### src/dcg_defs.svh
/*
  Constants of the discharge current and cell heat guard: register
  offsets, field positions, reset values and timebase figures.
  Assumes inclusion by bare name from the design module and the bench.
*/
`ifndef DCG_DEFS_SVH
`define DCG_DEFS_SVH

// ----------------------------------------------------------------
// Register offsets (byte addresses, one 32-bit word each)
// ----------------------------------------------------------------
`define DCG_OFF_CTRL      8'h00
`define DCG_OFF_OC_THR    8'h04
`define DCG_OFF_OC_DLY    8'h08
`define DCG_OFF_L3_THR    8'h0C
`define DCG_OFF_LATCH     8'h10
`define DCG_OFF_LREC      8'h14
`define DCG_OFF_OT_THR    8'h18
`define DCG_OFF_OT_DLY    8'h1C
`define DCG_OFF_CMD       8'h20
`define DCG_OFF_STATUS    8'h24
`define DCG_OFF_TEMP      8'h28

// ----------------------------------------------------------------
// Control register bit positions
// ----------------------------------------------------------------
`define DCG_CTRL_EN_L1    0
`define DCG_CTRL_EN_L2    1
`define DCG_CTRL_EN_L3    2
`define DCG_CTRL_EN_LATCH 3
`define DCG_CTRL_EN_OTC   4
`define DCG_CTRL_EN_OTD   5
`define DCG_CTRL_AUTO     6
`define DCG_CTRL_CUR_REC  7
`define DCG_CTRL_SERIES   8
`define DCG_CTRL_SEL_OTD  9
`define DCG_CTRL_SEL_OTC  10

// ----------------------------------------------------------------
// Alert and fault vector positions
// ----------------------------------------------------------------
`define DCG_P_L1          0
`define DCG_P_L2          1
`define DCG_P_L3          2
`define DCG_P_LATCH       3
`define DCG_P_OTC         4
`define DCG_P_OTD         5

// ----------------------------------------------------------------
// Reset values and command code
// ----------------------------------------------------------------
`define DCG_RST_WORD      32'h0000_0000
`define DCG_CMD_LATCH_REC 16'h009B

// ----------------------------------------------------------------
// Timebase
// ----------------------------------------------------------------
`define DCG_CLK_MHZ       250
`define DCG_FAST_TICK_US  3300
`define DCG_SLOW_TICK_US  1000000
`define DCG_FAST_TICK_CYC (`DCG_FAST_TICK_US * `DCG_CLK_MHZ)
`define DCG_SLOW_TICK_CYC (`DCG_SLOW_TICK_US * `DCG_CLK_MHZ)
`define DCG_L12_DLY_ADD   9'h002

`endif

### src/dcg_pkg.sv
/*
  Types of the discharge current and cell heat guard: the status word
  and the persistence timer channel names.
  Assumes nothing beyond a SystemVerilog compiler.
*/
package dcg_pkg;

  // Status word as read back by software
  typedef struct packed {
    logic [7:0] latch_count;
    logic [5:0] rsvd2;
    logic chg_off;
    logic dsg_alarm;
    logic [1:0] rsvd1;
    logic [5:0] fault;
    logic [1:0] rsvd0;
    logic [5:0] alert;
  } dcg_status_t;

  // Persistence timer channels
  typedef enum logic [3:0] {
    TMR_L1 = 4'b0000, TMR_L2 = 4'b0001, TMR_L3 = 4'b0010,
    TMR_OTC = 4'b0011, TMR_OTD = 4'b0100, TMR_OCREC = 4'b0101,
    TMR_LREC = 4'b0110, TMR_OTCREC = 4'b0111, TMR_OTDREC = 4'b1000,
    TMR_DEC = 4'b1001
  } dcg_tmr_t;

endpackage

### src/dcg_guard.sv
/*
  Discharge overcurrent (three levels), repeated-overcurrent latch and
  cell overtemperature (charge and discharge) protection logic.
  Assumes sense, current and temperature samples arrive from logic on
  clk; the load-detect flag arrives from outside and is synchronised.
*/
`timescale 1ns/1ps
`include "dcg_defs.svh"

// What this block does
// Levels one, two alert while sense difference exceeds threshold.
// Level three alert while coulomb current is at or below its threshold.
// Persisting alert trips: alert cleared, level fault status set.
// Any overcurrent level trip raises the discharge-off alarm under autonomous control.
// Each cycle with an overcurrent trip adds one to the latch counter, up to its maximum.
// Current above recovery threshold for recovery time clears the faults.
// All levels normal, counter above zero: decrement once per delay period.
// Latch alert while the latch counter is above zero and no latch fault is set.
// Counter at limit sets latch fault, clears alert, raises alarm under autonomous control.
// Load removed clears latch fault and counter; alarm only if no level faults.
// Current above latch recovery threshold clears latch fault and counter.
// Host command 0x009B clears latch fault and counter.
// Charge overtemperature alert when enabled and at or above threshold.
// Charge overtemperature faults after persisting 0 to 255 seconds.
// Charge fault turns charge switch off when autonomous and selected.
// Charge fault recovers at or below recovery level for recovery time.
// Both temperature checks use the maximum of enabled cell sensors.
// Discharge overtemperature alert when enabled and at or above threshold.
// Discharge overtemperature faults after persisting 0 to 255 seconds.
// Discharge fault turns discharge switch off if autonomous and selected.
// Discharge fault recovers at or below its recovery level for time.
// Levels one and two trip after 3.3 ms ticks times setting plus two.
// Level three trips after 0 to 255 one-second ticks.
// Current recovery needs enable bit, series switches, charge switch on.
// Each delay timer restarts whenever its condition drops.
// Latch counter saturates at zero and at its maximum.
module dcg_guard
  import dcg_pkg::*;
#(
  parameter int NUM_TEMP = 4,
  parameter int FAST_TICK_CYC = `DCG_FAST_TICK_CYC,
  parameter int SLOW_TICK_CYC = `DCG_SLOW_TICK_CYC
) (
  input wire logic clk,
  input wire logic reset_n,
  input wire logic [7:0] reg_addr,
  input wire logic [31:0] reg_wdata,
  input wire logic reg_write,
  input wire logic reg_read,
  output logic [31:0] reg_rdata,
  input wire logic signed [15:0] sense_neg_minus_pos_mv,
  input wire logic signed [15:0] coulomb_counter_current,
  input wire logic signed [7:0] cell_temp [NUM_TEMP],
  input wire logic [NUM_TEMP-1:0] cell_temp_enable,
  input wire logic load_removed,
  input wire logic charge_switch_on,
  output logic discharge_switch_off,
  output logic charge_switch_off
);

  localparam int NTMR = 10;

  // ----------------------------------------------------------------
  // Configuration registers
  // ----------------------------------------------------------------
  logic [31:0] ctrl_ff;
  logic [31:0] oc_thr_ff;
  logic [31:0] oc_dly_ff;
  logic [31:0] l3_thr_ff;
  logic [31:0] latch_ff;
  logic [31:0] lrec_ff;
  logic [31:0] ot_thr_ff;
  logic [31:0] ot_dly_ff;
  logic [31:0] reg_rdata_ff;

  // Protection state
  logic [5:0] alert_ff;
  logic [5:0] fault_ff;
  logic dsg_alarm_ff;
  logic [7:0] latch_cnt_ff;
  logic load_meta_ff;
  logic load_sync_ff;

  // Timebase and timers
  logic [27:0] fast_cnt_ff;
  logic [27:0] slow_cnt_ff;
  logic fast_tick;
  logic slow_tick;
  logic [NTMR-1:0] tmr_cond;
  logic [NTMR-1:0] tmr_fast;
  logic [NTMR-1:0] tmr_done;
  logic [8:0] tmr_target [NTMR];

  // Derived conditions
  logic signed [7:0] max_temp;
  logic cond_l1;
  logic cond_l2;
  logic cond_l3;
  logic cond_otc;
  logic cond_otd;
  logic [2:0] oc_trip;
  logic oc_any_fault;
  logic oc_recover;
  logic latch_set;
  logic latch_reset;
  logic latch_cmd;
  logic auto_ctl;
  dcg_status_t status;

  assign auto_ctl = ctrl_ff[`DCG_CTRL_AUTO];

  // ----------------------------------------------------------------
  // Register bus
  // ----------------------------------------------------------------

  // Configuration writes
  always_ff @(posedge clk or negedge reset_n) begin
    if (!reset_n) begin
      ctrl_ff <= `DCG_RST_WORD;
      oc_thr_ff <= `DCG_RST_WORD;
      oc_dly_ff <= `DCG_RST_WORD;
      l3_thr_ff <= `DCG_RST_WORD;
      latch_ff <= `DCG_RST_WORD;
      lrec_ff <= `DCG_RST_WORD;
      ot_thr_ff <= `DCG_RST_WORD;
      ot_dly_ff <= `DCG_RST_WORD;
    end else if (reg_write) begin
      case (reg_addr)
        `DCG_OFF_CTRL: ctrl_ff <= reg_wdata;
        `DCG_OFF_OC_THR: oc_thr_ff <= reg_wdata;
        `DCG_OFF_OC_DLY: oc_dly_ff <= reg_wdata;
        `DCG_OFF_L3_THR: l3_thr_ff <= reg_wdata;
        `DCG_OFF_LATCH: latch_ff <= reg_wdata;
        `DCG_OFF_LREC: lrec_ff <= reg_wdata;
        `DCG_OFF_OT_THR: ot_thr_ff <= reg_wdata;
        `DCG_OFF_OT_DLY: ot_dly_ff <= reg_wdata;
        default: ;
      endcase
    end
  end

  // Host latch recovery command
  assign latch_cmd = reg_write && (reg_addr == `DCG_OFF_CMD) &&
                     (reg_wdata[15:0] == `DCG_CMD_LATCH_REC);

  // Status word assembly
  always_comb begin
    status = '0;
    status.alert = alert_ff;
    status.fault = fault_ff;
    status.dsg_alarm = dsg_alarm_ff;
    status.chg_off = charge_switch_off;
    status.latch_count = latch_cnt_ff;
  end

  // Read data, one cycle after the strobe; unmapped reads give zero
  always_ff @(posedge clk or negedge reset_n) begin
    if (!reset_n) begin
      reg_rdata_ff <= `DCG_RST_WORD;
    end else if (reg_read) begin
      case (reg_addr)
        `DCG_OFF_CTRL: reg_rdata_ff <= ctrl_ff;
        `DCG_OFF_OC_THR: reg_rdata_ff <= oc_thr_ff;
        `DCG_OFF_OC_DLY: reg_rdata_ff <= oc_dly_ff;
        `DCG_OFF_L3_THR: reg_rdata_ff <= l3_thr_ff;
        `DCG_OFF_LATCH: reg_rdata_ff <= latch_ff;
        `DCG_OFF_LREC: reg_rdata_ff <= lrec_ff;
        `DCG_OFF_OT_THR: reg_rdata_ff <= ot_thr_ff;
        `DCG_OFF_OT_DLY: reg_rdata_ff <= ot_dly_ff;
        `DCG_OFF_STATUS: reg_rdata_ff <= status;
        `DCG_OFF_TEMP: reg_rdata_ff <= {{24{max_temp[7]}}, max_temp};
        default: reg_rdata_ff <= `DCG_RST_WORD;
      endcase
    end else begin
      reg_rdata_ff <= `DCG_RST_WORD;
    end
  end

  assign reg_rdata = reg_rdata_ff;

  // ----------------------------------------------------------------
  // Inputs and timebase
  // ----------------------------------------------------------------

  // Load-detect flag synchroniser
  always_ff @(posedge clk or negedge reset_n) begin
    if (!reset_n) begin
      load_meta_ff <= 1'b0;
      load_sync_ff <= 1'b0;
    end else begin
      load_meta_ff <= load_removed;
      load_sync_ff <= load_meta_ff;
    end
  end

  // 3.3 ms and 1 s tick generators
  always_ff @(posedge clk or negedge reset_n) begin
    if (!reset_n) begin
      fast_cnt_ff <= 28'h0000000;
      slow_cnt_ff <= 28'h0000000;
    end else begin
      fast_cnt_ff <= fast_tick ? 28'h0000000 : fast_cnt_ff + 28'h0000001;
      slow_cnt_ff <= slow_tick ? 28'h0000000 : slow_cnt_ff + 28'h0000001;
    end
  end

  assign fast_tick = (fast_cnt_ff == 28'(FAST_TICK_CYC - 1));
  assign slow_tick = (slow_cnt_ff == 28'(SLOW_TICK_CYC - 1));

  // Hottest enabled cell sensor
  always_comb begin
    max_temp = 8'sh80;
    for (int i = 0; i < NUM_TEMP; i++) begin
      if (cell_temp_enable[i] && (cell_temp[i] > max_temp)) begin
        max_temp = cell_temp[i];
      end
    end
  end

  // ----------------------------------------------------------------
  // Alert conditions
  // ----------------------------------------------------------------
  assign cond_l1 = ctrl_ff[`DCG_CTRL_EN_L1] &&
                   (sense_neg_minus_pos_mv > $signed(oc_thr_ff[15:0]));
  assign cond_l2 = ctrl_ff[`DCG_CTRL_EN_L2] &&
                   (sense_neg_minus_pos_mv > $signed(oc_thr_ff[31:16]));
  assign cond_l3 = ctrl_ff[`DCG_CTRL_EN_L3] &&
                   (coulomb_counter_current <= $signed(l3_thr_ff[15:0]));
  assign cond_otc = ctrl_ff[`DCG_CTRL_EN_OTC] &&
                    (max_temp >= $signed(ot_thr_ff[7:0]));
  assign cond_otd = ctrl_ff[`DCG_CTRL_EN_OTD] &&
                    (max_temp >= $signed(ot_thr_ff[23:16]));

  assign oc_any_fault = |fault_ff[`DCG_P_L3:`DCG_P_L1];

  // Timer conditions, tick choice and targets
  always_comb begin
    tmr_fast = '0;
    tmr_fast[TMR_L1] = 1'b1;
    tmr_fast[TMR_L2] = 1'b1;
    tmr_cond[TMR_L1] = cond_l1 && !fault_ff[`DCG_P_L1];
    tmr_cond[TMR_L2] = cond_l2 && !fault_ff[`DCG_P_L2];
    tmr_cond[TMR_L3] = cond_l3 && !fault_ff[`DCG_P_L3];
    tmr_cond[TMR_OTC] = cond_otc && !fault_ff[`DCG_P_OTC];
    tmr_cond[TMR_OTD] = cond_otd && !fault_ff[`DCG_P_OTD];
    tmr_cond[TMR_OCREC] = oc_any_fault &&
      (coulomb_counter_current > $signed(l3_thr_ff[31:16]));
    tmr_cond[TMR_LREC] = fault_ff[`DCG_P_LATCH] &&
      ctrl_ff[`DCG_CTRL_CUR_REC] && ctrl_ff[`DCG_CTRL_SERIES] &&
      charge_switch_on &&
      (coulomb_counter_current > $signed(lrec_ff[15:0]));
    tmr_cond[TMR_OTCREC] = fault_ff[`DCG_P_OTC] &&
      (max_temp <= $signed(ot_thr_ff[15:8]));
    tmr_cond[TMR_OTDREC] = fault_ff[`DCG_P_OTD] &&
      (max_temp <= $signed(ot_thr_ff[31:24]));
    tmr_cond[TMR_DEC] = !cond_l1 && !cond_l2 && !cond_l3 &&
      !oc_any_fault && (latch_cnt_ff != 8'h00);
    tmr_target[TMR_L1] = {1'b0, oc_dly_ff[7:0]} + `DCG_L12_DLY_ADD;
    tmr_target[TMR_L2] = {1'b0, oc_dly_ff[15:8]} + `DCG_L12_DLY_ADD;
    tmr_target[TMR_L3] = {1'b0, oc_dly_ff[23:16]};
    tmr_target[TMR_OTC] = {1'b0, ot_dly_ff[7:0]};
    tmr_target[TMR_OTD] = {1'b0, ot_dly_ff[15:8]};
    tmr_target[TMR_OCREC] = {1'b0, lrec_ff[23:16]};
    tmr_target[TMR_LREC] = {1'b0, latch_ff[23:16]};
    tmr_target[TMR_OTCREC] = {1'b0, lrec_ff[23:16]};
    tmr_target[TMR_OTDREC] = {1'b0, lrec_ff[23:16]};
    tmr_target[TMR_DEC] = {1'b0, latch_ff[15:8]};
  end

  // ----------------------------------------------------------------
  // Persistence timers
  // ----------------------------------------------------------------
  for (genvar t = 0; t < NTMR; t++) begin : g_tmr
    logic [8:0] cnt_ff;

    // Count ticks while the condition holds, restart otherwise
    always_ff @(posedge clk or negedge reset_n) begin
      if (!reset_n) begin
        cnt_ff <= 9'h000;
      end else if (!tmr_cond[t] || tmr_done[t]) begin
        cnt_ff <= 9'h000;
      end else if ((tmr_fast[t] ? fast_tick : slow_tick) &&
                   (cnt_ff < tmr_target[t])) begin
        cnt_ff <= cnt_ff + 9'h001;
      end
    end

    assign tmr_done[t] = tmr_cond[t] && (cnt_ff >= tmr_target[t]);
  end

  // ----------------------------------------------------------------
  // Overcurrent levels and discharge alarm
  // ----------------------------------------------------------------
  assign oc_trip = tmr_done[TMR_L3:TMR_L1];
  assign oc_recover = tmr_done[TMR_OCREC];

  // Latch counter and latch fault
  assign latch_set = ctrl_ff[`DCG_CTRL_EN_LATCH] && !fault_ff[`DCG_P_LATCH]
                     && (latch_cnt_ff != 8'h00)
                     && (latch_cnt_ff >= latch_ff[7:0]);
  assign latch_reset = fault_ff[`DCG_P_LATCH] &&
    (load_sync_ff || tmr_done[TMR_LREC] || latch_cmd);

  // Alert flags, cleared on trip
  always_ff @(posedge clk or negedge reset_n) begin
    if (!reset_n) begin
      alert_ff <= 6'h00;
    end else begin
      alert_ff[`DCG_P_L1] <= tmr_cond[TMR_L1] && !oc_trip[0];
      alert_ff[`DCG_P_L2] <= tmr_cond[TMR_L2] && !oc_trip[1];
      alert_ff[`DCG_P_L3] <= tmr_cond[TMR_L3] && !oc_trip[2];
      alert_ff[`DCG_P_LATCH] <= (latch_cnt_ff != 8'h00) &&
        !fault_ff[`DCG_P_LATCH] && !latch_set;
      alert_ff[`DCG_P_OTC] <= tmr_cond[TMR_OTC] && !tmr_done[TMR_OTC];
      alert_ff[`DCG_P_OTD] <= tmr_cond[TMR_OTD] && !tmr_done[TMR_OTD];
    end
  end

  // Fault flags; a trip in a clearing cycle still sets
  always_ff @(posedge clk or negedge reset_n) begin
    if (!reset_n) begin
      fault_ff <= 6'h00;
    end else begin
      for (int i = 0; i < 3; i++) begin
        if (oc_trip[i]) begin
          fault_ff[i] <= 1'b1;
        end else if (oc_recover) begin
          fault_ff[i] <= 1'b0;
        end
      end
      if (latch_set) begin
        fault_ff[`DCG_P_LATCH] <= 1'b1;
      end else if (latch_reset) begin
        fault_ff[`DCG_P_LATCH] <= 1'b0;
      end
      if (tmr_done[TMR_OTC]) begin
        fault_ff[`DCG_P_OTC] <= 1'b1;
      end else if (tmr_done[TMR_OTCREC]) begin
        fault_ff[`DCG_P_OTC] <= 1'b0;
      end
      if (tmr_done[TMR_OTD]) begin
        fault_ff[`DCG_P_OTD] <= 1'b1;
      end else if (tmr_done[TMR_OTDREC]) begin
        fault_ff[`DCG_P_OTD] <= 1'b0;
      end
    end
  end

  // Saturating repeated-overcurrent counter
  always_ff @(posedge clk or negedge reset_n) begin
    if (!reset_n) begin
      latch_cnt_ff <= 8'h00;
    end else if (latch_reset) begin
      latch_cnt_ff <= (|oc_trip) ? 8'h01 : 8'h00;
    end else if (|oc_trip) begin
      if (latch_cnt_ff != 8'hFF) begin
        latch_cnt_ff <= latch_cnt_ff + 8'h01;
      end
    end else if (tmr_done[TMR_DEC]) begin
      latch_cnt_ff <= latch_cnt_ff - 8'h01;
    end
  end

  // Discharge-switch-off alarm bit
  always_ff @(posedge clk or negedge reset_n) begin
    if (!reset_n) begin
      dsg_alarm_ff <= 1'b0;
    end else if (auto_ctl && ((|oc_trip) || latch_set)) begin
      dsg_alarm_ff <= 1'b1;
    end else if (oc_recover && !fault_ff[`DCG_P_LATCH]) begin
      dsg_alarm_ff <= 1'b0;
    end else if (latch_reset && !oc_any_fault) begin
      dsg_alarm_ff <= 1'b0;
    end
  end

  // Switch requests
  assign discharge_switch_off = dsg_alarm_ff || (fault_ff[`DCG_P_OTD] &&
    auto_ctl && ctrl_ff[`DCG_CTRL_SEL_OTD]);
  assign charge_switch_off = fault_ff[`DCG_P_OTC] && auto_ctl &&
    ctrl_ff[`DCG_CTRL_SEL_OTC];
endmodule // dcg_guard

### config.mk
export PLATFORM = sky130hd
export DESIGN_NAME = dcg_guard
export DESIGN_NICKNAME = d
export VERILOG_FILES = /design/src/dcg_pkg.sv /design/src/dcg_guard.sv
export VERILOG_INCLUDE_DIRS = /design/src
export SDC_FILE = /design/constraint.sdc
export NUM_CORES = 1
export LEC_CHECK = 0
export BUFFER_PORTS_ARGS = -buffer_cell sky130_fd_sc_hd__buf_2
export CAP_MARGIN = 20
export CORE_UTILIZATION = 50
export DETAILED_ROUTE_END_ITERATION = 7
export PLACE_DENSITY_LB_ADDON = 0.12
export SYNTH_ARGS = -nofsm -noshare
export SYNTH_HDL_FRONTEND = slang
export SYNTH_SLANG_ARGS = --single-unit
### constraint.sdc
create_clock -name clk -period 4.95 [get_ports clk]
set_input_delay 0 -clock clk [delete_from_list [all_inputs] [get_ports clk]]
set_output_delay 0 -clock clk [all_outputs]
set_load 0.005 [all_outputs]
==> metrics.txt, run 1 <==
max-slew violation count=0; post-synth top area cell=sky130_fd_sc_hd__dfrtp_1; Cells after Synth=2455; fillers=4251; count leader, synth=sky130_fd_sc_hd__dfrtp_1; setup TNS=-42250 ps; Placement Cell Area=28460 sq um; cell row count=83; nets=~3.1k; area added between synthesis and finish=20.68%; endpoint of the worst register-to-register path=latch_cnt_ff[7]$_DFFE_PN0P_; Max Cap Violations=0; power per cell area=319.8 nW/um^2; Startpoint Class=input pin; Clock Latency Late Sink=620 ps; crit path setup slack, layout=-1169 ps; max incr delay on CP=approximately 600 ps; Starting Density=50.88%; weighted congestion at the end of routability-driven global placement=0.9657; most instantiated cells after synthesis=sky130_fd_sc_hd__dfrtp_1 (457), sky130_fd_sc_hd__mux2_2 (260), sky130_fd_sc_hd__ha_1 (246); leading post-synthesis cells by cell area=sky130_fd_sc_hd__dfrtp_1 (44%), sky130_fd_sc_hd__ha_1 (12%), sky130_fd_sc_hd__mux2_2 (11%), sky130_fd_sc_hd__xor2_1 (3.1%), sky130_fd_sc_hd__inv_1 (2.8%); Core Region=~52000 sq um; final-layout worst hold slack=-30.31 ps; worst flop-to-flop path startpoint=l3_thr_ff[15]$_DFFE_PN0P_; post-route ant nets=0; drt first pass iters=8; DRC marker count from the first detailed-route iteration=~1.9k; Longest Clk Path Bufs=3; wire length of the first global-routing pass=127000 um; internal reg-to-reg setup slack=220 ps; relative slew slack=a little under a third; CTS tree=yes; share of async-settable or async-resettable flops after synthesis=between 90% and 100%; worst slack at placement=-2073 ps; Detail Placement HPWL=59880 um; root buffer cell=sky130_fd_sc_hd__clkbuf_16; # setup viols final=40; final count of hold timing violations=13; Post-route DRC=7; total congestion overflow=0; port bufs=147; required time at the worst-slack endpoint=5500 ps; maximum number of pins on one net before global-route repair=156; design area=31630 sq um; Crit Path Max Fanout=7; transition time at the pin with the least slew margin=1030 ps; sequential-to-total area share from yosys stat=43.63%; total chip power=0.01012 W; Worst Reg-to-Reg Cells=18; number of synthesized register bits=457; final WL=83170 um; leakage power figure=14.70 nW; WS Path Type=in2reg; average wire length per cell after detail routing=23.98 um; Worst Path Arrival=6670 ps; setup repair after global routing missed its margin=true; crit path time final=between 6000 and 7000 ps; area of the die=around 53000 sq um; Fin Clk Skew=19.55 ps; H-tree depth=2; clock transition at the registers of the reported paths=60 ps; Die Span X=231.0 um; antenna violations before repair=1; post-synth net total=2816; routed vias/inst=6.053; violations in the final reports=design-rule violations, negative hold slack, negative setup slack; number of synthesized flops with an enable pin=0; clock buffer count from CTS=51; CTS sink count=roughly 460; count of vias placed by the detailed router=20.99k; number of global-route vias before repair=21.14k; fraction of post-synthesis cell area in the top cell type by area=between 40% and 50%; fraction of layout cells with a size suffix above 1=roughly a quarter; Final Cycle Share=123.6%; kind of capture point of the worst setup path=flop; Yosys warnings=0; Worst path slowest cell=sky130_fd_sc_hd__or4_4; number of distinct library cell variants in the gate-level netlist after synthesis=78; overall die height=231.0 um; num ports=around 150; dominant register cell in the synthesized netlist=sky130_fd_sc_hd__dfrtp_1; maximum clock rate=around 0.16 GHz; Peak VDD IR=0.2662 mV; average footprint of a synthesized cell=approximately 11 sq um; global-route total usage across every layer=31.36%; Cell Area, Synth=26210 sq um; type of the worst min-delay path=in2async; result of the run=finished with violations
==> worst max path at each step <==
stage,slack [ps],to,depth (start not counted),start
after detailed placement,-2070,g_tmr[8].cnt_ff[0]$_DFFE_PN0P_,35,cell_temp_enable[0]
after CTS,-1090,g_tmr[8].cnt_ff[0]$_DFFE_PN0P_,37,cell_temp_enable[0]
final,-1170,g_tmr[8].cnt_ff[8]$_DFFE_PN0P_,37,cell_temp_enable[0]
after global routing,-1540,g_tmr[8].cnt_ff[3]$_DFFE_PN0P_,37,cell_temp_enable[0]
after floorplan,-1500,g_tmr[8].cnt_ff[0]$_DFFE_PN0P_,36,cell_temp_enable[0]
after global placement,-1790,g_tmr[8].cnt_ff[1]$_DFFE_PN0P_,37,cell_temp_enable[0]
==> stage by stage <==
step | util (%) | hold slack (ps) | cells
2_1_floorplan | - | -295.6 | 2455
3_3_place_gp | 55.25 | 61.56 | 3299
3_5_place_dp | 55.25 | 69.46 | 3299
4_1_cts | 60.61 | 2.909 | 3457
5_1_grt | 61.40 | 34.56 | 3467
6_report | 61.40 | -30.31 | 3468
==> layout make-up <==
type,count,area [sq um],share of cell area (%)
antenna,1,2.502,0.007912
clock buffer,71,1483,4.688
clock inverter,23,360.3,1.139
inverter,199,747.0,2.362
multi-input combinational,1722,14350,45.36
sequential,457,11440,36.17
tap,680,850.8,2.690
timing repair buffer,315,2399,7.584
==> where the power goes <==
group	switching (W)	internal [W]	leakage, nW
registers	0.000234	0.00389	6.28
clock network	0.00162	0.00256	0.907
logic	0.000953	0.000867	7.52
total	0.00281	0.00731	14.7
==> repair_timing <==
| item | in CTS | in global routing |
|---|---|---|
| hold buffers | 49 | 0 |
| gates cloned | 3 | 3 |
| hold endpoints to repair | 351 | 0 |
| setup endpoints to repair | 40 | 69 |
| setup buffers | 13 | 10 |
| resized for setup | 61 | 67 |
| pin swaps | 24 | 34 |
==> layout by cell type (no fill, tap or decap), drive strengths merged, types with 23 or more instances in the layout <==
cell,n
o21ai,74
and3,31
nor2,182
a21o,42
a22oi,57
clkbuf,74
buf,263
dlygate4sd3,49
a222oi,39
inv,200
a221oi,23
nand2,147
xor2,93
nand4,72
nor2b,29
mux2,260
dfrtp,457
ha,246
mux2i,25
a21oi,66
xnor2,42
nand3,75
==> flip-flops by register name, indices dropped and copies added, names as in the netlist <==
register and count:
oc_thr_ff 32, ctrl_ff 32, slow_cnt_ff 28, l3_thr_ff 32, load_sync_ff 1, ot_thr_ff 32
reg_rdata 32, dsg_alarm_ff 1, load_meta_ff 1, oc_dly_ff 32, alert_ff 6, ot_dly_ff 32
latch_cnt_ff 8, lrec_ff 32, fault_ff 6, latch_ff 32, fast_cnt_ff 28, g_tmr.cnt_ff 90
==> layer usage <==
layer / vias up / share of wire [%] / track usage, %
li1: 9487 / - / -
met1: 10560 / 43 / 42.96
met2: 775 / 45 / 49.31
met3: 165 / 7.4 / 5.669
met4: 2 / 3.8 / 12.04
met5: - / 0.028 / 0
==> cells by family (layout without fill, tap and decap cells) <==
logic type                 count (synthesis)  count (layout)  share of synthesized area (%)
buffers and inverters                    278             608                          4.072
xor gates and xnor gates                 135             135                          4.511
DFF                                      457             457                          43.63
AOI/OAI and AO/OA                        408             408                          11.39
adders and majority gates                247             247                          11.82
muxes                                    285             285                          12.14
and+or+nand+nor                          645             647                          12.44
other                                      0               1                              0
==> critical path, delay by kind of cell <==
kind / cells / cell delay, ps
muxes: 2 / 460
AOI/OAI and AO/OA: 16 / 2890
adders and majority gates: 4 / 990
buffers and inverters: 7 / 930
and+or+nand+nor: 8 / 1380
(Power assumes the default switching activity.)
==> inputs of run 2 (changes only) <==
--- a/config.mk
+++ b/config.mk
@@ -6,10 +6,13 @@
 export SDC_FILE = /design/constraint.sdc
 export NUM_CORES = 1
 export LEC_CHECK = 0
-export BUFFER_PORTS_ARGS = -buffer_cell sky130_fd_sc_hd__buf_2
+export BUFFER_PORTS_ARGS = -buffer_cell sky130_fd_sc_hd__clkbuf_2
 export CAP_MARGIN = 20
+export CELL_PAD_IN_SITES_DETAIL_PLACEMENT = 1
+export CELL_PAD_IN_SITES_GLOBAL_PLACEMENT = 1
 export CORE_UTILIZATION = 50
 export DETAILED_ROUTE_END_ITERATION = 7
+export HOLD_SLACK_MARGIN = 0.06
 export PLACE_DENSITY_LB_ADDON = 0.12
 export SYNTH_ARGS = -nofsm -noshare
 export SYNTH_HDL_FRONTEND = slang
==> metrics.txt, run 2 (same netlist as run 1, synthesis figures left out) <==
Peak VDD IR=0.3006 mV (+13%); commonest cells after routing, fill and taps aside=sky130_fd_sc_hd__dfrtp_1 (455), sky130_fd_sc_hd__mux2_2 (258), sky130_fd_sc_hd__ha_1 (223); met2 GRT Util=57.34% (+8.0 points); WS Path Type=in2reg; maximum clock rate=0.1586 GHz (-2.9%); final count of hold timing violations=0 (-13); Most Used Layer, Global Route=met2; Post-route DRC=0 (-7); wire length of the first global-routing pass=141400 um (+11%); final WL=93580 um (+13%); fillers=5432 (+28%); CTS sink count=457 (unchanged); Final Core Density=61.77% (+0.37 points); clock buffer count from CTS=51 (unchanged); required time at the worst-slack endpoint=5480 ps (-20 ps); fraction of layout cells with a size suffix above 1=27.21% (+0.98 points); total congestion overflow=0 (unchanged); weighted congestion at the end of routability-driven global placement=0.9695 (+0.39%); Crit Path Max Fanout=8 (+1); setup repair after global routing missed its margin=true; area added between synthesis and finish=21.40%; antenna violations before repair=0 (-1); count of vias placed by the detailed router=21.71k (+3.4%); commonest non-fill, non-tap cell in the layout=sky130_fd_sc_hd__dfrtp_1; kind of capture point of the worst setup path=flop; global-route total usage across every layer=34.94% (+3.6 points); endpoint of the worst register-to-register path=latch_cnt_ff[7]$_DFFE_PN0P_; number of global-route vias before repair=23.23k (+9.9%); Die Span X=231.0 um (unchanged); Max Cap Violations=0 (unchanged); Antenna Diode Count=0 (-1); final-layout worst hold slack=42.88 ps (+73.19 ps); number of flip-flops under the largest register name=90 (unchanged); CTS tree=yes; nets=3117 (+0.32%); GRT met3 Usage=4.891% (-0.78 points); max incr delay on CP=510 ps (-90 ps); Final Cycle Share=127.4% (+3.7 points); area of the die=53340 sq um (unchanged); Core Region=51510 sq um (unchanged); internal reg-to-reg setup slack=220 ps (about the same); drt first pass iters=7 (-1); num ports=148 (unchanged); maximum number of pins on one net before global-route repair=156 (unchanged); # setup viols final=40 (unchanged); overall die height=231.0 um (unchanged); cell row count=83 (unchanged); type of the worst min-delay path=in2async; max-slew violation count=0 (unchanged); routed vias/inst=6.244 (+3.2%); post-route ant nets=0 (unchanged); Worst Path Arrival=6840 ps (+170 ps); clock transition at the registers of the reported paths=70 ps (about the same); GR Util met1=45.31% (+2.4 points); CP bufs+invs=8 (+1); relative slew slack=27.75% (-3.5 points); Startpoint Class=input pin; average wire length per cell after detail routing=26.91 um (+12%); root buffer cell=sky130_fd_sc_hd__clkbuf_16; crit path time final=6304 ps (+185.0 ps); worst flop-to-flop path startpoint=oc_dly_ff[9]$_DFFE_PN0P_; Worst Reg-to-Reg Cells=21 (+3); Starting Density=50.88% (unchanged); Detail Placement HPWL=64400 um (+7.5%); leakage power figure=14.72 nW (+0.15%); violations in the final reports=negative setup slack; Fin Clk Skew=13.30 ps (-6.249 ps); FF+latch area=11440 sq um (unchanged); Clock Latency Late Sink=610 ps (about the same); crit path setup slack, layout=-1354 ps (-185.0 ps); result of the run=finished with violations; DRC marker count from the first detailed-route iteration=1556 (-19%); Top cell by count, worst path=sky130_fd_sc_hd__buf_6; Longest Clk Path Bufs=3 (unchanged); port bufs=147 (unchanged); multi-input logic area=14590 sq um (+1.7%); kind of cell adding the most delay to the critical path=compound AO/OA/AOI/OAI gates; power per cell area=314.5 nW/um^2 (-1.7%); Worst path slowest cell=sky130_fd_sc_hd__or4_4; register containing the most flip-flops in the final layout=g_tmr.cnt_ff; transition time at the pin with the least slew margin=1081 ps (+50.61 ps); H-tree depth=2 (unchanged)
-- run 2: cell types whose count changed in the layout (fill, tap and decap cells not counted), sizes merged --
cell / previous run / this run
diode: 1 / 0
or4: 4 / 3
bufinv: 9 / 3
clkbuf: 74 / 220
buf: 263 / 127
inv: 200 / 201
clkinv: 11 / 13
dlygate4sd3: 49 / 52
or2: 2 / 3
-- run 2: metal layers --
metal / up-vias / share of wire [%]
li1: 9511 / -
met3: 223 / 5.7
met4: 0 / 5.2
met5: - / 0
met1: 11270 / 42
met2: 712 / 48
-- run 2: metrics by stage --
stage          setup WS [ps]  instances  TNS (ps)  total power [W]  instance area (sq um)
6_report               -1354       3477    -44880          0.01001                  31820
3_3_place_gp           -1866       3311    -72630         0.005691                  28520
2_1_floorplan          -1503       2455    -45120         0.005016                  26330
3_5_place_dp           -2205       3311    -92210         0.005796                  28520
4_1_cts                -1203       3475    -43120         0.009941                  31470
5_1_grt                -1600       3477    -57340          0.01036                  31820
-- run 2: report_power, final --
| group | total (W) | internal, W | switching (W) |
|---|---|---|---|
| Clock | 0.00394 | 0.00230 | 0.00164 |
| Combinational | 0.00194 | 0.000880 | 0.00106 |
| Sequential | 0.00413 | 0.00388 | 0.000241 |
-- run 2: final cells by class --
class / count / area share [%]
clock buffer: 74 / 4.794
sequential: 457 / 35.95
multi-input combinational: 1722 / 45.85
inverter: 199 / 2.348
clock inverter: 20 / 0.6371
timing repair buffer: 325 / 7.747
tap: 680 / 2.674
-- run 2: worst max path at each step --
stage	cells after the start	end	slack [ps]	startpoint
final	39	g_tmr[8].cnt_ff[4]$_DFFE_PN0P_	-1350	cell_temp_enable[0]
after detailed placement	38	g_tmr[8].cnt_ff[0]$_DFFE_PN0P_	-2200	cell_temp_enable[0]
after CTS	38	g_tmr[8].cnt_ff[0]$_DFFE_PN0P_	-1200	cell_temp_enable[0]
after global routing	39	g_tmr[8].cnt_ff[4]$_DFFE_PN0P_	-1600	cell_temp_enable[0]
after global placement	38	g_tmr[8].cnt_ff[1]$_DFFE_PN0P_	-1870	cell_temp_enable[0]
after floorplan	36	g_tmr[8].cnt_ff[0]$_DFFE_PN0P_	-1500	cell_temp_enable[0]
-- run 2: what timing repair did --
item / in CTS / in global routing
endpoints found under the setup margin: 40 / 60
pin swaps: 56 / 29
gates resized for setup: 114 / 62
cloned: 4 / 0
buffers inserted: 16 / 6
hold endpoints to repair: 354 / 0
hold buffers: 53 / 0
-- run 2: worst reg2reg max path: cells and delay by family, from the launching register on --
kind / cells / cell delay [ps]
xor gates and xnor gates: 1 / 160
adders and majority gates: 3 / 850
and+or+nand+nor: 3 / 280
buffers and inverters: 2 / 330
muxes: 2 / 590
DFF: 1 / 430
AOI/OAI and AO/OA: 10 / 1980
==> inputs of run 3 (changes only) <==
--- a/config.mk
+++ b/config.mk
@@ -10,6 +10,8 @@
 export CAP_MARGIN = 20
 export CELL_PAD_IN_SITES_DETAIL_PLACEMENT = 1
 export CELL_PAD_IN_SITES_GLOBAL_PLACEMENT = 1
+export CORE_ASPECT_RATIO = 0.6
+export CORE_MARGIN = 2
 export CORE_UTILIZATION = 50
 export DETAILED_ROUTE_END_ITERATION = 7
 export HOLD_SLACK_MARGIN = 0.06
==> metrics.txt, run 3 (same netlist as run 1, synthesis figures left out) <==
Starting Density=51.06% (+0.18 points); combinational fraction of design power=20.7% (+1.3 points); routed vias/inst=6.290 (+0.73%); power per cell area=304.2 nW/um^2 (-3.3%); CTS sink count=457 (unchanged); Top cell by count, worst path=sky130_fd_sc_hd__o21a_1; clock buffer count from CTS=45 (-12%); Worst Reg-to-Reg Cells=19 (-9.5%); Post-route DRC=0 (unchanged); commonest cells after routing, fill and taps aside=sky130_fd_sc_hd__dfrtp_1 (454), sky130_fd_sc_hd__mux2_2 (258), sky130_fd_sc_hd__ha_1 (222); Longest Clk Path Bufs=3 (unchanged); result of the run=finished with violations; wire length of the first global-routing pass=146900 um (+3.9%); type of the worst min-delay path=in2async; post-route ant nets=0 (unchanged); clock transition at the registers of the reported paths=60 ps (about the same); num ports=148 (unchanged); final WL=97630 um (+4.3%); crit path time final=6178 ps (-126.3 ps); leakage power figure=14.72 nW (about the same); setup repair after global routing missed its margin=true; switching portion of total power=30.12% (+0.72 points); nets=3130 (+0.42%); # setup viols final=40 (unchanged); count of vias placed by the detailed router=22.00k (+1.3%); Core Region=51330 sq um (-0.35%); required time at the worst-slack endpoint=5470 ps (about the same); Detail Placement HPWL=68950 um (+7.1%); Worst path slowest cell=sky130_fd_sc_hd__or4_4; Finished Layout Cells=3497 (+0.58%); antenna violations before repair=2 (+2); max incr delay on CP=570 ps (+60 ps); portion of total power attributed to sequential cells=42.6% (+1.4 points); count of placed standard cells including taps=3333 (+0.66%); fraction of layout cells with a size suffix above 1=28.69% (+1.5 points); Placement Cell Area=28580 sq um (+0.19%); DRC marker count from the first detailed-route iteration=1827 (+17%); Max Cap Violations=0 (unchanged); final count of hold timing violations=0 (unchanged); Startpoint Class=input pin; Switch Pwr=0.002930 W (-0.41%); Peak VDD IR=0.2583 mV (-14%); transition time at the pin with the least slew margin=1139 ps (+57.77 ps); kind of capture point of the worst setup path=flop; Clock Latency Late Sink=600 ps (about the same); crit path setup slack, layout=-1228 ps (+126.3 ps); clock share of power=36.8% (-2.6 points); Final Cycle Share=124.8% (-2.6 points); Int Pwr=0.006796 W (-3.8%); commonest non-fill, non-tap cell in the layout=sky130_fd_sc_hd__dfrtp_1; cell row count=64 (-23%); total congestion overflow=0 (unchanged); CTS tree=yes; maximum clock rate=0.1619 GHz (+2.0%); violations in the final reports=negative setup slack; number of global-route vias before repair=23.32k (+0.39%); Worst Path Arrival=6700 ps (-140 ps); max-slew violation count=0 (unchanged); area of the die=54330 sq um (+1.9%); relative slew slack=24.08% (-3.7 points); average wire length per cell after detail routing=27.92 um (+3.7%); fillers=5426 (-0.11%); Fin Clk Skew=19.50 ps (+6.197 ps); WS Path Type=in2reg; number of flip-flops under the largest register name=90 (unchanged); overall die height=181.3 um (-21%); maximum number of pins on one net before global-route repair=143 (-8.3%); area added between synthesis and finish=21.99%; H-tree depth=2 (unchanged); weighted congestion at the end of routability-driven global placement=0.9735 (+0.41%); Die Span X=299.6 um (+30%); register containing the most flip-flops in the final layout=g_tmr.cnt_ff; Crit Path Max Fanout=5 (-3); root buffer cell=sky130_fd_sc_hd__clkbuf_16; drt first pass iters=6 (-1); global-route total usage across every layer=35.66% (+0.72 points); port bufs=147 (unchanged); design area=31970 sq um (+0.49%)
==> run 3: changes by cell type in the layout (fill, tap and decap cells not counted), sizes merged <==
cell and change:
inv +1, dlygate4sd3 -2, clkinv -4, or2 -1, buf +22, clkbuf -11
diode +2
==> run 3: worst max-delay path, delay by kind of cell <==
kind                     cells  cell delay, ps
AND/OR/NAND/NOR              9            1450
buffers and inverters        6             810
adder cells (fa/ha/maj)      4             970
AO/OA/AOI/OAI               18            3420
==> run 3: power by group through the flow <==
stage          Sequential (W)  Clock, W  Combinational, W
2_1_floorplan         0.00406         0          0.000956
3_3_place_gp          0.00418         0           0.00150
3_5_place_dp          0.00419         0           0.00160
4_1_cts               0.00412   0.00360           0.00185
5_1_grt               0.00415   0.00375           0.00217
6_report              0.00414   0.00358           0.00201
==> run 3: path summary, 6_finish.rpt <==
kind / startpoint / end / slack, ps
max: cell_temp_enable[0] / g_tmr[8].cnt_ff[1]$_DFFE_PN0P_ / -1230
max reg2reg: oc_dly_ff[1]$_DFFE_PN0P_ / latch_cnt_ff[7]$_DFFE_PN0P_ / 140
max in group asynchronous: reset_n / g_tmr[4].cnt_ff[2]$_DFFE_PN0P_ / 4040
min reg2reg: load_meta_ff$_DFF_PN0_ / load_sync_ff$_DFF_PN0_ / 370
min in group clk: cell_temp[22] / reg_rdata[6]$_DFF_PN0_ / 120
min: reset_n / oc_dly_ff[27]$_DFFE_PN0P_ / 110
==> run 3: area by class of cell <==
| cell class | count | area [sq um] | area share (%) |
|---|---|---|---|
| diodes | 2 | 5.005 | 0.01565 |
| clock buffers | 63 | 1294 | 4.046 |
| clock inverters | 17 | 187.7 | 0.5870 |
| inverters | 199 | 747.0 | 2.336 |
| multi-input cells | 1721 | 14790 | 46.27 |
| flip-flops and latches | 457 | 11440 | 35.78 |
| well taps | 693 | 867.1 | 2.712 |
| repair buffers | 345 | 2639 | 8.253 |
==> run 3: per-stage QoR <==
stage	util (%)	hold slack (ps)	worst slack [ps]	total power [W]	setup TNS [ps]
after CTS	61.17	98.65	-1061	0.009572	-45960
after global placement	55.67	35.39	-1733	0.005680	-69990
after global routing	62.29	146.6	-1487	0.01006	-54520
after floorplan	-	-295.6	-1503	0.005016	-45120
final	62.29	109.2	-1228	0.009726	-40020
after detailed placement	55.67	47.02	-2047	0.005787	-89850
==> run 3: what timing repair did <==
action,in CTS,in global routing
setup buffers,46,12
gates resized for setup,130,114
hold buffers,51,0
endpoints found under the hold margin,345,0
pin swaps,40,58
endpoints found under the setup margin,62,73
gates cloned,4,1
==> run 3: per-layer routing <==
metal	track usage (%)	share of wire, %	wire [um]
met1	51.34	44	43310
met2	53.08	43	42460
met4	9.300	2.9	2863
met5	0	0.012	12
met3	9.572	9.2	8986
